### src/sci_lin_pkg.sv
// Shared constants and carriers for the serial-interface status-2 / control-3 block
package sci_lin_pkg;

   // Register offsets on the plain register port
   localparam logic [1:0] OFS_STATUS2  = 2'h0;
   localparam logic [1:0] OFS_CONTROL3 = 2'h1;
   localparam logic [1:0] OFS_DATA     = 2'h2;

   // Status-2 field positions
   localparam int unsigned S2_LIN_BREAK_FLAG = 7;
   localparam int unsigned S2_RX_EDGE_FLAG   = 6;
   localparam int unsigned S2_RX_INVERT      = 4;
   localparam int unsigned S2_WAKE_IDLE      = 3;
   localparam int unsigned S2_LONG_BREAK     = 2;
   localparam int unsigned S2_LIN_DETECT_EN  = 1;
   localparam int unsigned S2_RX_ACTIVE      = 0;

   // Control-3 field positions
   localparam int unsigned C3_RX_NINTH   = 7;
   localparam int unsigned C3_TX_NINTH   = 6;
   localparam int unsigned C3_TX_DIR     = 5;
   localparam int unsigned C3_TX_INVERT  = 4;
   localparam int unsigned C3_OVERRUN_IE = 3;
   localparam int unsigned C3_NOISE_IE   = 2;
   localparam int unsigned C3_FRAME_IE   = 1;
   localparam int unsigned C3_PARITY_IE  = 0;

   // Reset values
   localparam logic [7:0] STATUS2_RESET  = 8'h00;
   localparam logic [7:0] CONTROL3_RESET = 8'h00;
   localparam logic [7:0] DATA_RESET     = 8'h00;

   // Bit-time counts for break generation and detection
   localparam logic [3:0] BRK_TX_SHORT = 4'hA;
   localparam logic [3:0] BRK_TX_LONG  = 4'hD;
   localparam logic [3:0] BRK_RX_BASE  = 4'hA;

   typedef enum logic {BRK_IDLE, BRK_SEND} tx_brk_e;

   // Events from the receive shifter, all one-cycle pulses except data
   typedef struct packed {
      logic       start_valid;
      logic       idle_detect;
      logic       char_done;
      logic       frame_bad;
      logic       noise;
      logic       parity_bad;
      logic [8:0] data;
   } rx_event_s;

   // Status-1 flags kept by this block
   typedef struct packed {
      logic overrun;
      logic idle;
      logic rx_full;
      logic noise;
      logic frame;
      logic parity;
   } rx_flags_s;

endpackage

### src/sci_lin_status_and_control3.sv
// Status-2 / control-3 logic of the serial interface: break, edge, polarity, ninth bits, error requests
// Operation
// - With break detection on, a detected break sets the break flag; write one clears.
// - Active receive edge sets the edge flag, polarity follows receive inversion; write one clears.
// - Receive inversion flips the whole receive input: data, start, stop, break, idle.
// - In standby, a waking idle sets the idle flag only if wake-idle control set.
// - Sent break lasts 10 bit times (11 nine-bit), or 13 (14) with long break.
// - Long-break selection never changes framing-error detection in the receiver.
// - While break detection enabled, framing-error and receive-full flags cannot set.
// - Break recognised after 10 (11) low bit times, or 11 (12) with detection on.
// - Receiver-active flag sets on valid start bit, clears on idle line; read-only.
// - Ninth received bit sits above data MSB; read it before the data register.
// - Data write moves ninth transmit bit with data to shifter; write ninth bit first.
// - In single-wire mode the transmit pin direction follows the direction bit.
// - Transmit inversion flips the whole transmit output: data, start, stop, break, idle.
// - Overrun flag with its enable requests an interrupt; otherwise polling only.
// - Noise flag with its enable requests an interrupt; otherwise none.
// - Framing-error flag with its enable requests an interrupt; otherwise none.
// - Parity-error flag with its enable requests an interrupt; otherwise none.
// - Word length selects 10-bit frame, or 11-bit frame with ninth data bit.
// - Character arriving while buffer still full sets overrun and is discarded.
`timescale 1ns/1ps
module sci_lin_status_and_control3 (
   input  wire logic                   clock,
   input  wire logic                   rst_n,
   input  wire logic [1:0]             reg_addr,
   input  wire logic [7:0]             reg_wdata,
   input  wire logic                   reg_wr,
   input  wire logic                   reg_rd,
   output logic [7:0]                  reg_rdata,
   input  wire logic                   word_len_nine,
   input  wire logic                   receiver_standby,
   input  wire logic                   loop_mode,
   input  wire logic                   receiver_source,
   input  wire logic                   rx_bit_tick,
   input  wire sci_lin_pkg::rx_event_s rx_event,
   input  wire logic                   tx_bit_tick,
   input  wire logic                   tx_break_start,
   input  wire logic                   tx_shift_bit,
   input  wire logic                   rxd_i,
   input  wire logic                   txd_i,
   output logic                        txd_o,
   output logic                        txd_oe,
   output logic                        rx_data,
   output logic                        rx_break,
   output logic                        tx_break_busy,
   output logic                        tx_load,
   output logic [8:0]                  tx_word,
   output sci_lin_pkg::rx_flags_s      rx_flags,
   output logic                        err_irq
);
   import sci_lin_pkg::*;

   logic [1:0] rst_sync_q;
   logic [2:0] rxd_sync_q, txd_sync_q;
   logic [3:0] irq_en_q, rx_low_cnt_q, rx_low_cnt_d, rx_brk_thr, tx_brk_cnt_q, tx_brk_len;
   logic [7:0] serial_data_buffer_q;
   tx_brk_e    tx_brk_state_q;
   logic       rst_sync_n, rxd_stable_q, txd_stable_q, rx_level_q, rx_level_prev_q, rx_brk_hit, rx_src;
   logic       lin_break_flag_q, rx_edge_flag_q, rx_invert_q, wake_idle_sets_flag_q, long_break_select_q;
   logic       lin_break_detect_en_q, receiver_active_flag_q, rx_ninth_bit_q, tx_ninth_bit_q, tx_invert_q;
   logic       single_wire_tx_direction_q, wr_s2, wr_c3, wr_data, rd_data, accept_char, idle_sets;

   // Reset release through two flops; assertion stays asynchronous
   always_ff @(posedge clock or negedge rst_n) begin
      if (!rst_n) begin
         rst_sync_q <= 2'h0;
      end else begin
         rst_sync_q <= {rst_sync_q[0], 1'b1};
      end
   end
   assign rst_sync_n = rst_sync_q[1];

   // Address decode of the register port
   always_comb begin
      wr_s2   = 1'b0;
      wr_c3   = 1'b0;
      wr_data = 1'b0;
      rd_data = 1'b0;
      if (reg_addr == OFS_STATUS2) begin
         wr_s2 = reg_wr;
      end else if (reg_addr == OFS_CONTROL3) begin
         wr_c3 = reg_wr;
      end else if (reg_addr == OFS_DATA) begin
         wr_data = reg_wr;
         rd_data = reg_rd;
      end
   end

   // Pin inputs: three stages, a change counts once stages two and three agree
   always_ff @(posedge clock or negedge rst_sync_n) begin
      if (!rst_sync_n) begin
         rxd_sync_q   <= 3'h7;
         txd_sync_q   <= 3'h7;
         rxd_stable_q <= 1'b1;
         txd_stable_q <= 1'b1;
      end else begin
         rxd_sync_q <= {rxd_sync_q[1:0], rxd_i};
         txd_sync_q <= {txd_sync_q[1:0], txd_i};
         if (rxd_sync_q[1] == rxd_sync_q[2]) begin
            rxd_stable_q <= rxd_sync_q[2];
         end
         if (txd_sync_q[1] == txd_sync_q[2]) begin
            txd_stable_q <= txd_sync_q[2];
         end
      end
   end

   // Receive source: pin, internal loop, or the shared transmit pin in single-wire mode
   always_comb begin
      if (loop_mode && receiver_source) begin
         rx_src = txd_stable_q;
      end else if (loop_mode) begin
         rx_src = txd_o ^ tx_invert_q;
      end else begin
         rx_src = rxd_stable_q;
      end
   end

   // Inversion applies ahead of every receive consumer, so break and idle flip too
   always_ff @(posedge clock or negedge rst_sync_n) begin
      if (!rst_sync_n) begin
         rx_level_q      <= 1'b1;
         rx_level_prev_q <= 1'b1;
      end else begin
         rx_level_q      <= rx_src ^ rx_invert_q;
         rx_level_prev_q <= rx_level_q;
      end
   end
   assign rx_data = rx_level_q;

   // Break threshold: base ten, plus one for nine-bit frames, plus one for LIN detection
   assign rx_brk_thr   = BRK_RX_BASE + {3'h0, word_len_nine} + {3'h0, lin_break_detect_en_q};
   assign rx_low_cnt_d = (rx_low_cnt_q == 4'hF) ? rx_low_cnt_q : rx_low_cnt_q + 4'h1;
   assign rx_brk_hit   = rx_bit_tick && !rx_level_q && (rx_low_cnt_d == rx_brk_thr);

   // Count consecutive low bit times; a high level ends the run even when no bit ticks arrive
   always_ff @(posedge clock or negedge rst_sync_n) begin
      if (!rst_sync_n) begin
         rx_low_cnt_q <= 4'h0;
         rx_break     <= 1'b0;
      end else begin
         rx_break <= rx_brk_hit;
         if (rx_level_q) begin
            rx_low_cnt_q <= 4'h0;
         end else if (rx_bit_tick) begin
            rx_low_cnt_q <= rx_low_cnt_d;
         end
      end
   end

   // Status-2 sticky flags; a set in the clearing cycle wins
   always_ff @(posedge clock or negedge rst_sync_n) begin
      if (!rst_sync_n) begin
         lin_break_flag_q <= STATUS2_RESET[S2_LIN_BREAK_FLAG];
         rx_edge_flag_q   <= STATUS2_RESET[S2_RX_EDGE_FLAG];
      end else begin
         if (rx_brk_hit && lin_break_detect_en_q) begin
            lin_break_flag_q <= 1'b1;
         end else if (wr_s2 && reg_wdata[S2_LIN_BREAK_FLAG]) begin
            lin_break_flag_q <= 1'b0;
         end
         // Falling on the inverted level is the active edge for either polarity
         if (rx_level_prev_q && !rx_level_q) begin
            rx_edge_flag_q <= 1'b1;
         end else if (wr_s2 && reg_wdata[S2_RX_EDGE_FLAG]) begin
            rx_edge_flag_q <= 1'b0;
         end
      end
   end

   // Status-2 control bits
   always_ff @(posedge clock or negedge rst_sync_n) begin
      if (!rst_sync_n) begin
         rx_invert_q           <= STATUS2_RESET[S2_RX_INVERT];
         wake_idle_sets_flag_q <= STATUS2_RESET[S2_WAKE_IDLE];
         long_break_select_q   <= STATUS2_RESET[S2_LONG_BREAK];
         lin_break_detect_en_q <= STATUS2_RESET[S2_LIN_DETECT_EN];
      end else if (wr_s2) begin
         rx_invert_q           <= reg_wdata[S2_RX_INVERT];
         wake_idle_sets_flag_q <= reg_wdata[S2_WAKE_IDLE];
         long_break_select_q   <= reg_wdata[S2_LONG_BREAK];
         lin_break_detect_en_q <= reg_wdata[S2_LIN_DETECT_EN];
      end
   end

   // Receiver-active: hardware only, writes have no effect
   always_ff @(posedge clock or negedge rst_sync_n) begin
      if (!rst_sync_n) begin
         receiver_active_flag_q <= STATUS2_RESET[S2_RX_ACTIVE];
      end else if (rx_event.start_valid) begin
         receiver_active_flag_q <= 1'b1;
      end else if (rx_event.idle_detect) begin
         receiver_active_flag_q <= 1'b0;
      end
   end

   // Control-3 bits; the received ninth bit is read-only
   always_ff @(posedge clock or negedge rst_sync_n) begin
      if (!rst_sync_n) begin
         tx_ninth_bit_q             <= CONTROL3_RESET[C3_TX_NINTH];
         single_wire_tx_direction_q <= CONTROL3_RESET[C3_TX_DIR];
         tx_invert_q                <= CONTROL3_RESET[C3_TX_INVERT];
         irq_en_q                   <= CONTROL3_RESET[3:0];
      end else if (wr_c3) begin
         tx_ninth_bit_q             <= reg_wdata[C3_TX_NINTH];
         single_wire_tx_direction_q <= reg_wdata[C3_TX_DIR];
         tx_invert_q                <= reg_wdata[C3_TX_INVERT];
         irq_en_q                   <= reg_wdata[3:0];
      end
   end

   // Break detection enable blocks loading; long-break select plays no part here
   assign accept_char = rx_event.char_done && !lin_break_detect_en_q;
   // Standby idle only flags when asked to
   assign idle_sets = rx_event.idle_detect && (!receiver_standby || wake_idle_sets_flag_q);

   // Receive buffer and status-1 flags; a data read clears, a new event in that cycle wins
   always_ff @(posedge clock or negedge rst_sync_n) begin
      if (!rst_sync_n) begin
         serial_data_buffer_q <= DATA_RESET;
         rx_ninth_bit_q       <= CONTROL3_RESET[C3_RX_NINTH];
         rx_flags             <= '0;
      end else begin
         if (rd_data) begin
            rx_flags <= '0;
         end
         if (idle_sets) begin
            rx_flags.idle <= 1'b1;
         end
         if (accept_char && rx_flags.rx_full && !rd_data) begin
            rx_flags.overrun <= 1'b1;
         end else if (accept_char) begin
            serial_data_buffer_q <= rx_event.data[7:0];
            rx_ninth_bit_q       <= word_len_nine ? rx_event.data[8] : 1'b0;
            rx_flags.rx_full     <= 1'b1;
            rx_flags.frame       <= rx_event.frame_bad;
            rx_flags.noise       <= rx_event.noise;
            rx_flags.parity      <= rx_event.parity_bad;
         end
      end
   end

   // Data write hands the whole nine-bit word to the shifter in one pulse
   always_ff @(posedge clock or negedge rst_sync_n) begin
      if (!rst_sync_n) begin
         tx_load <= 1'b0;
         tx_word <= 9'h000;
      end else begin
         tx_load <= wr_data;
         if (wr_data) begin
            tx_word <= {word_len_nine & tx_ninth_bit_q, reg_wdata};
         end
      end
   end

   assign tx_brk_len = (long_break_select_q ? BRK_TX_LONG : BRK_TX_SHORT) + {3'h0, word_len_nine};

   // Break generator: length latched at start, counts transmit bit ticks down
   always_ff @(posedge clock or negedge rst_sync_n) begin
      if (!rst_sync_n) begin
         tx_brk_state_q <= BRK_IDLE;
         tx_brk_cnt_q   <= 4'h0;
         tx_break_busy  <= 1'b0;
      end else begin
         case (tx_brk_state_q)
            BRK_IDLE: begin
               if (tx_break_start) begin
                  tx_brk_state_q <= BRK_SEND;
                  tx_brk_cnt_q   <= tx_brk_len;
                  tx_break_busy  <= 1'b1;
               end
            end
            BRK_SEND: begin
               if (tx_bit_tick) begin
                  tx_brk_cnt_q <= tx_brk_cnt_q - 4'h1;
                  if (tx_brk_cnt_q == 4'h1) begin
                     tx_brk_state_q <= BRK_IDLE;
                     tx_break_busy  <= 1'b0;
                  end
               end
            end
            default: begin
               tx_brk_state_q <= BRK_IDLE;
            end
         endcase
      end
   end

   // Transmit pin; inversion sits last so break and idle flip as well
   always_ff @(posedge clock or negedge rst_sync_n) begin
      if (!rst_sync_n) begin
         txd_o  <= 1'b1;
         txd_oe <= 1'b1;
      end else begin
         txd_o <= ((tx_brk_state_q == BRK_SEND) ? 1'b0 : tx_shift_bit) ^ tx_invert_q;
         if (loop_mode && receiver_source) begin
            txd_oe <= single_wire_tx_direction_q;
         end else begin
            txd_oe <= 1'b1;
         end
      end
   end

   // One error request, held while any enabled flag stays set
   always_ff @(posedge clock or negedge rst_sync_n) begin
      if (!rst_sync_n) begin
         err_irq <= 1'b0;
      end else begin
         err_irq <= (rx_flags.overrun && irq_en_q[C3_OVERRUN_IE])
                  || (rx_flags.noise && irq_en_q[C3_NOISE_IE])
                  || (rx_flags.frame && irq_en_q[C3_FRAME_IE])
                  || (rx_flags.parity && irq_en_q[C3_PARITY_IE]);
      end
   end

   // Read data stand for one cycle only; reading status does not disturb flags
   always_ff @(posedge clock or negedge rst_sync_n) begin
      if (!rst_sync_n) begin
         reg_rdata <= 8'h00;
      end else if (reg_rd && reg_addr == OFS_STATUS2) begin
         reg_rdata <= {lin_break_flag_q, rx_edge_flag_q, 1'b0, rx_invert_q, wake_idle_sets_flag_q,
                       long_break_select_q, lin_break_detect_en_q, receiver_active_flag_q};
      end else if (reg_rd && reg_addr == OFS_CONTROL3) begin
         reg_rdata <= {rx_ninth_bit_q, tx_ninth_bit_q, single_wire_tx_direction_q, tx_invert_q, irq_en_q};
      end else if (rd_data) begin
         reg_rdata <= serial_data_buffer_q;
      end else begin
         reg_rdata <= 8'h00;
      end
   end
endmodule

### config.mk
export PLATFORM = sky130hd
export DESIGN_NAME = sci_lin_status_and_control3
export DESIGN_NICKNAME = d
export VERILOG_FILES = /design/src/sci_lin_pkg.sv /design/src/sci_lin_status_and_control3.sv
export SDC_FILE = /design/constraint.sdc
export NUM_CORES = 1
export LEC_CHECK = 0
export ABC_AREA = 1
export BUFFER_PORTS_ARGS = -buffer_cell sky130_fd_sc_hd__buf_2
export CAP_MARGIN = 20
export CORE_ASPECT_RATIO = 0.5
export CORE_MARGIN = 1
export CORE_UTILIZATION = 25
export DETAILED_ROUTE_END_ITERATION = 16
export PLACE_DENSITY = 0.54
export SETUP_SLACK_MARGIN = 0.15
export SYNTH_ARGS = -nofsm -noshare
export SYNTH_HDL_FRONTEND = slang
export SYNTH_SLANG_ARGS = --single-unit
### constraint.sdc
create_clock -name clock -period 2.5 [get_ports clock]
set_input_delay 0 -clock clock [delete_from_list [all_inputs] [get_ports clock]]
set_output_delay 0 -clock clock [all_outputs]
set_load 0.02 [all_outputs]
## Word-level counts from Yosys, hierarchy flattened

Cells that the tools add are included.

- Flip-flop bits (word level): 73

- Bitwise operators: 6
- Reduce and logical (&&, ||, !) cells: 35
- Equal/unequal tests: 10
- Add/subtract/negate cells: 5
- Multiplexer cells: 43

Operator list:

| kind | count |
|---|---|
| $mux 1 | 28 |
| $mux 4 | 7 |
| $mux 8 | 3 |
| $logic_and 1x1->1 | 17 |
| $reduce_bool 2->1 | 6 |
| $add 4x1->4 | 2 |
| $pmux 4 s2 | 1 |
| $mux 6 | 1 |
| $add 4x1->4 const A | 1 |
| $add 4x1->4 const B | 1 |
| $eq 4x1->1 const B | 1 |
| $eq 4x4->1 | 1 |
| $eq 4x4->1 const B | 1 |
| $logic_not 1->1 | 4 |
| $logic_or 1x1->1 | 4 |
| $ne 2x2->1 const B | 2 |
| $pmux 1 s2 | 2 |
| $reduce_and 2->1 | 2 |
| $sub 4x1->4 const B | 1 |
| $mux 3 | 1 |
| $reduce_and 3->1 | 1 |
| $xor 1x1->1 | 3 |
| $eq 1x1->1 | 2 |
| $eq 2x1->1 const B | 1 |
| other kinds (5) | 6 |

## Logic depth before layout (Yosys ltp)

- Word-level depth: 8
- Gate-level depth with buffers: 9
- Depth with buffers taken out: 9

## Worst setup path before layout

No wires, ideal clock.

- Kind: register to register
- From: reg rx_low_cnt_q[0]
- To: reg rx_break
- Library setup time: 0.119 ns
- Arrival time: 1.210 ns
- Required time: 2.381 ns
- Buffers on the path: 0
- Setup slack: 1.171 ns
- Stages on the path, launching flop included: 9
- Cell sequence: dfrtp_1 ha_1 nand3_1 nand2_1 nand2_1 inv_1 nand2_1 nand2_1 and2_1

- Cells in the longest elaborated chain, start to end: 4
- Elaborated cells on any way between the ends: 5
- Those cells by class: 1 x add/sub; 2 x eq/ne; 1 x mux; 1 x reduce/logical

RTL lines:

| item | line | source |
|---|---|---|
| start: declaration | sci_lin_status_and_control3.sv:56 | `logic [3:0] irq_en_q, rx_low_cnt_q, rx_low_cnt_d, rx_brk_thr, tx_brk_cnt_q, tx_brk_len;` |
| start signal: assignment | sci_lin_status_and_control3.sv:147 | `rx_low_cnt_q <= rx_low_cnt_d;` |
| $add 4x1->4 / $eq 4x4->1 (equally long branches) | sci_lin_status_and_control3.sv:134 | `assign rx_low_cnt_d = (rx_low_cnt_q == 4'hF) ? rx_low_cnt_q : rx_low_cnt_q + 4'h1;` |
| $mux 4 (*) | sci_lin_status_and_control3.sv:134 |  |
| $eq 4x4->1 (*) | sci_lin_status_and_control3.sv:135 | `assign rx_brk_hit = rx_bit_tick && !rx_level_q && (rx_low_cnt_d == rx_brk_thr);` |
| $logic_and 1x1->1 (*) | sci_lin_status_and_control3.sv:135 |  |
| net rx_brk_hit | sci_lin_status_and_control3.sv:59 | `logic rst_sync_n, rxd_stable_q, txd_stable_q, rx_level_q, rx_level_prev_q, rx_brk_hit, rx_src;` |
| end signal: assignment | sci_lin_status_and_control3.sv:143 | `rx_break <= rx_brk_hit;` |
| end: declaration | sci_lin_status_and_control3.sv:45 | `output logic rx_break,` |

Mark *: on every way through the listed nets, which the timed path passes. The rest lies on a longest branch.
A chain may end at the register's enable or synchronous reset.

## Worst setup path in the final report

Ends and elaborated chain as after synthesis.

==> reports/metrics.yaml <==
sta:
  hold_viol: 0
  finalSetupViolCount: 0
  post-route-period-util_pct: 58.2
  rsz0062_at_grt: "false"
  layout_min_cycle_time_ns: 1.46
  setup-tns-final_ns: 0
  slew_violations: 0
  fin_skew_ns: 0.00630
  fmax_ghz: 0.687
logic_synthesis:
  ys_seq_area_share_pct: 59.2
  syn_area_mm2: 0.00311
  postSynthAreaPerCell_um2: 9.60
  yosysTopAreaCellShare_pct: 49.1
  synth_top_area_cell: "dfrtp_1"
  synthTopCellsByArea: "dfrtp_1, nand2_1, dfstp_2, o21ai_0, inv_1"
  ys.warnings.count: 0
  async_flop_share_pct: 100
  synthCells: 324
  synth_edf_count: 0
  synthFlopType: "dfrtp_1"
  ys_types: 35
  synth_fp_nets: 369
  synth_seq_cells: 73
power:
  switching_share_pct: 30.2
  vdd_ir_drop_max_uv: 322
  p_clk_share_pct: 34.3
  p_sw_mw: 1.08
  cellPowerDensity_mw_per_mm2: 842
  total_power_mw: 3.56
  power.static_leakage_nw: 2.11
  combPwrFrac_pct: 21.2
  p_int_mw: 2.49
  p_seq_share_pct: 44.5
routing:
  routedWlPerCell_um: 12.1
  first_pass_iters: 4
  drt_iter0_drc: 151
  wirelength_um: 7280
  drt-vias-per-instance: 4.09
  drc_errors: 0
  detail-route-antenna-nets: 0
  via_count: 2460
setup_path:
  crit_buf_inv: 1
  cpLargestDelayFamily: "simple AND/OR/NAND/NOR gates"
  cpMostUsedCell: "nand2_1"
  cp_max_fo: 7
  crit_slowest_cell: "dfrtp_1"
  crit_chain: "ha_1 -> nand3_1 -> nand2_1 -> nand2_1 -> inv_1 -> nand2_1 -> nand2_1 -> and2_1"
  cp.required_ns: 2.72
  slowest_delay_ns: 0.41
  ff2ff_setup_slack_ns: 1.04
  crit_arrival_ns: 1.67
  cp-start-kind: "register"
  end_kind: "register"
  crit_type: "register to register"
placed_design:
  place.gp.congestion: 0.806
  hpwl_um: 5220
  portBuffers: 68
finish:
  mostFrequentLayoutCells: "nand2_1, buf_2, dfrtp_1"
  final_util_pct: 35.3
  drive_above_1_share_pct: 25.7
  n_fill_cell: 1231
  antenna_cells: 0
  final_nets: 476
  layout_commonest_cell: "nand2_1"
  area_growth_pct: 35.9
cts:
  clock_latency_ns: 0.33
  clk_pin_slew_ns: 0.06
  htree_levels: 3
  cts_buffers: 9
  cts_tree: "done"
  cts-resized-gates: 0
  cts_sinks: 73
  clockBufferDepth: 2
  root_buffer: "clkbuf_16"
floorplan:
  start_util_pct: 26.0
  dieArea_mm2: 0.0129
  rows: 28
  fp.dieH_um: 80.9
  ioPinCount: 69
  fp.dieW_um: 160
  core_area_mm2: 0.0120
global_routing:
  grt.overflow.total: 0
  grt.total_usage_pct: 11.7
  grt_pass1_wl_um: 11700
  grt_pass1_vias: 2282
  grt_max_degree: 37
  grt_antenna_before_repair: 0
job:
  maxCapViolations: 0
min_path:
  hold_path_class: "primary input to register"
outcome:
  status: "completed"
## registers in the layout, indices dropped and copies added, names as in the netlist, 2 cells and up
name / cells
rx_flags: 6
txd_sync_q: 3
rxd_sync_q: 3
reg_rdata: 8
serial_data_buffer_q: 8
tx_word: 9
tx_brk_cnt_q: 4
rst_sync_q: 2
rx_low_cnt_q: 4
irq_en_q: 4
## tightest hold or removal path, cell delays in order
cell,delay (ns)
buf_2,0.15
nand3_1,0.09
o21ai_0,0.07
## repair_timing
| item | in CTS | in global routing |
|---|---|---|
| hold endpoints to repair | 42 | 0 |
| buffers inserted | 0 | 0 |
| hold buffers | 31 | 0 |
## cell usage after synthesis (all sizes together) (2+ instances only)
| cell | instances |
|---|---|
| o21ai | 37 |
| dfstp | 12 |
| ha | 6 |
| nand3 | 20 |
| inv | 45 |
| o22ai | 2 |
| nor3 | 2 |
| nand2 | 97 |
| maj3 | 2 |
| nor2 | 10 |
| o31ai | 3 |
| dfrtp | 61 |
| xor2 | 3 |
| nand4 | 5 |
| o211ai | 5 |
| buf | 4 |
| a31oi | 2 |
## cell families after synthesis
family / Yosys count / share of synthesized area [%]
compound gates: 51 / 9.57
xor+xnor: 4 / 1.13
flops: 73 / 59.2
fa+ha+maj: 8 / 3.06
simple gates: 137 / 20.0
buf+inv: 50 / 6.96
other cells: 1 / 0.121
## through the flow
step | hold slack [ns] | cells | cell area, um2 | worst slack [ns]
6_report | 0.0117 | 601 | 4230 | 1.04
3_5_place_dp | -0.201 | 554 | 3630 | 1.06
3_3_place_gp | -0.203 | 554 | 3630 | 1.09
2_1_floorplan | -0.296 | 324 | 3110 | 0.338
5_1_grt | 0.0132 | 601 | 4230 | 0.910
4_1_cts | 0.00539 | 601 | 4230 | 1.05
## final timing paths
kind / from / depth (start not counted) / end
worst max-delay path: rx_low_cnt_q[0] / 8 / rx_break
worst min register to register: rst_sync_q[1] / 0 / rx_low_cnt_q[1]
worst max register to register: rx_low_cnt_q[0] / 8 / rx_break
min in group asynchronous: rst_sync_q[1] / 0 / rx_low_cnt_q[1]
max in group asynchronous: rst_sync_q[1] / 1 / txd_o
worst min-delay path: word_len_nine / 3 / rx_ninth_bit_q
## area by class of cell
| type | count | area, um2 | share of cell area, % |
|---|---|---|---|
| Timing Repair Buffer | 101 | 666 | 15.7 |
| Multi-Input combinational cell | 201 | 1050 | 24.9 |
| Sequential cell | 73 | 1840 | 43.6 |
| Clock inverter | 2 | 10.0 | 0.237 |
| Inverter | 45 | 176 | 4.17 |
| Clock buffer | 14 | 275 | 6.51 |
| Tap cell | 165 | 206 | 4.88 |
## layer usage
layer | vias to the layer above | global-route usage, % | share of wire, %
met5 | - | 0 | 0
met1 | 1157 | 15.1 | 47
met4 | 0 | 2.00 | 0.40
met3 | 4 | 5.01 | 5.6
met2 | 47 | 18.6 | 47
li1 | 1252 | - | -
## power groups by stage
stage	combinational (mW)	sequential, mW	clock, mW
after floorplan	0.398	1.68	0
after global placement	0.720	1.60	0
after detailed placement	0.728	1.60	0
after CTS	0.767	1.59	1.25
after global routing	0.860	1.62	1.31
final	0.756	1.59	1.22
No activity file was read; power rests on OpenSTA's default activity.
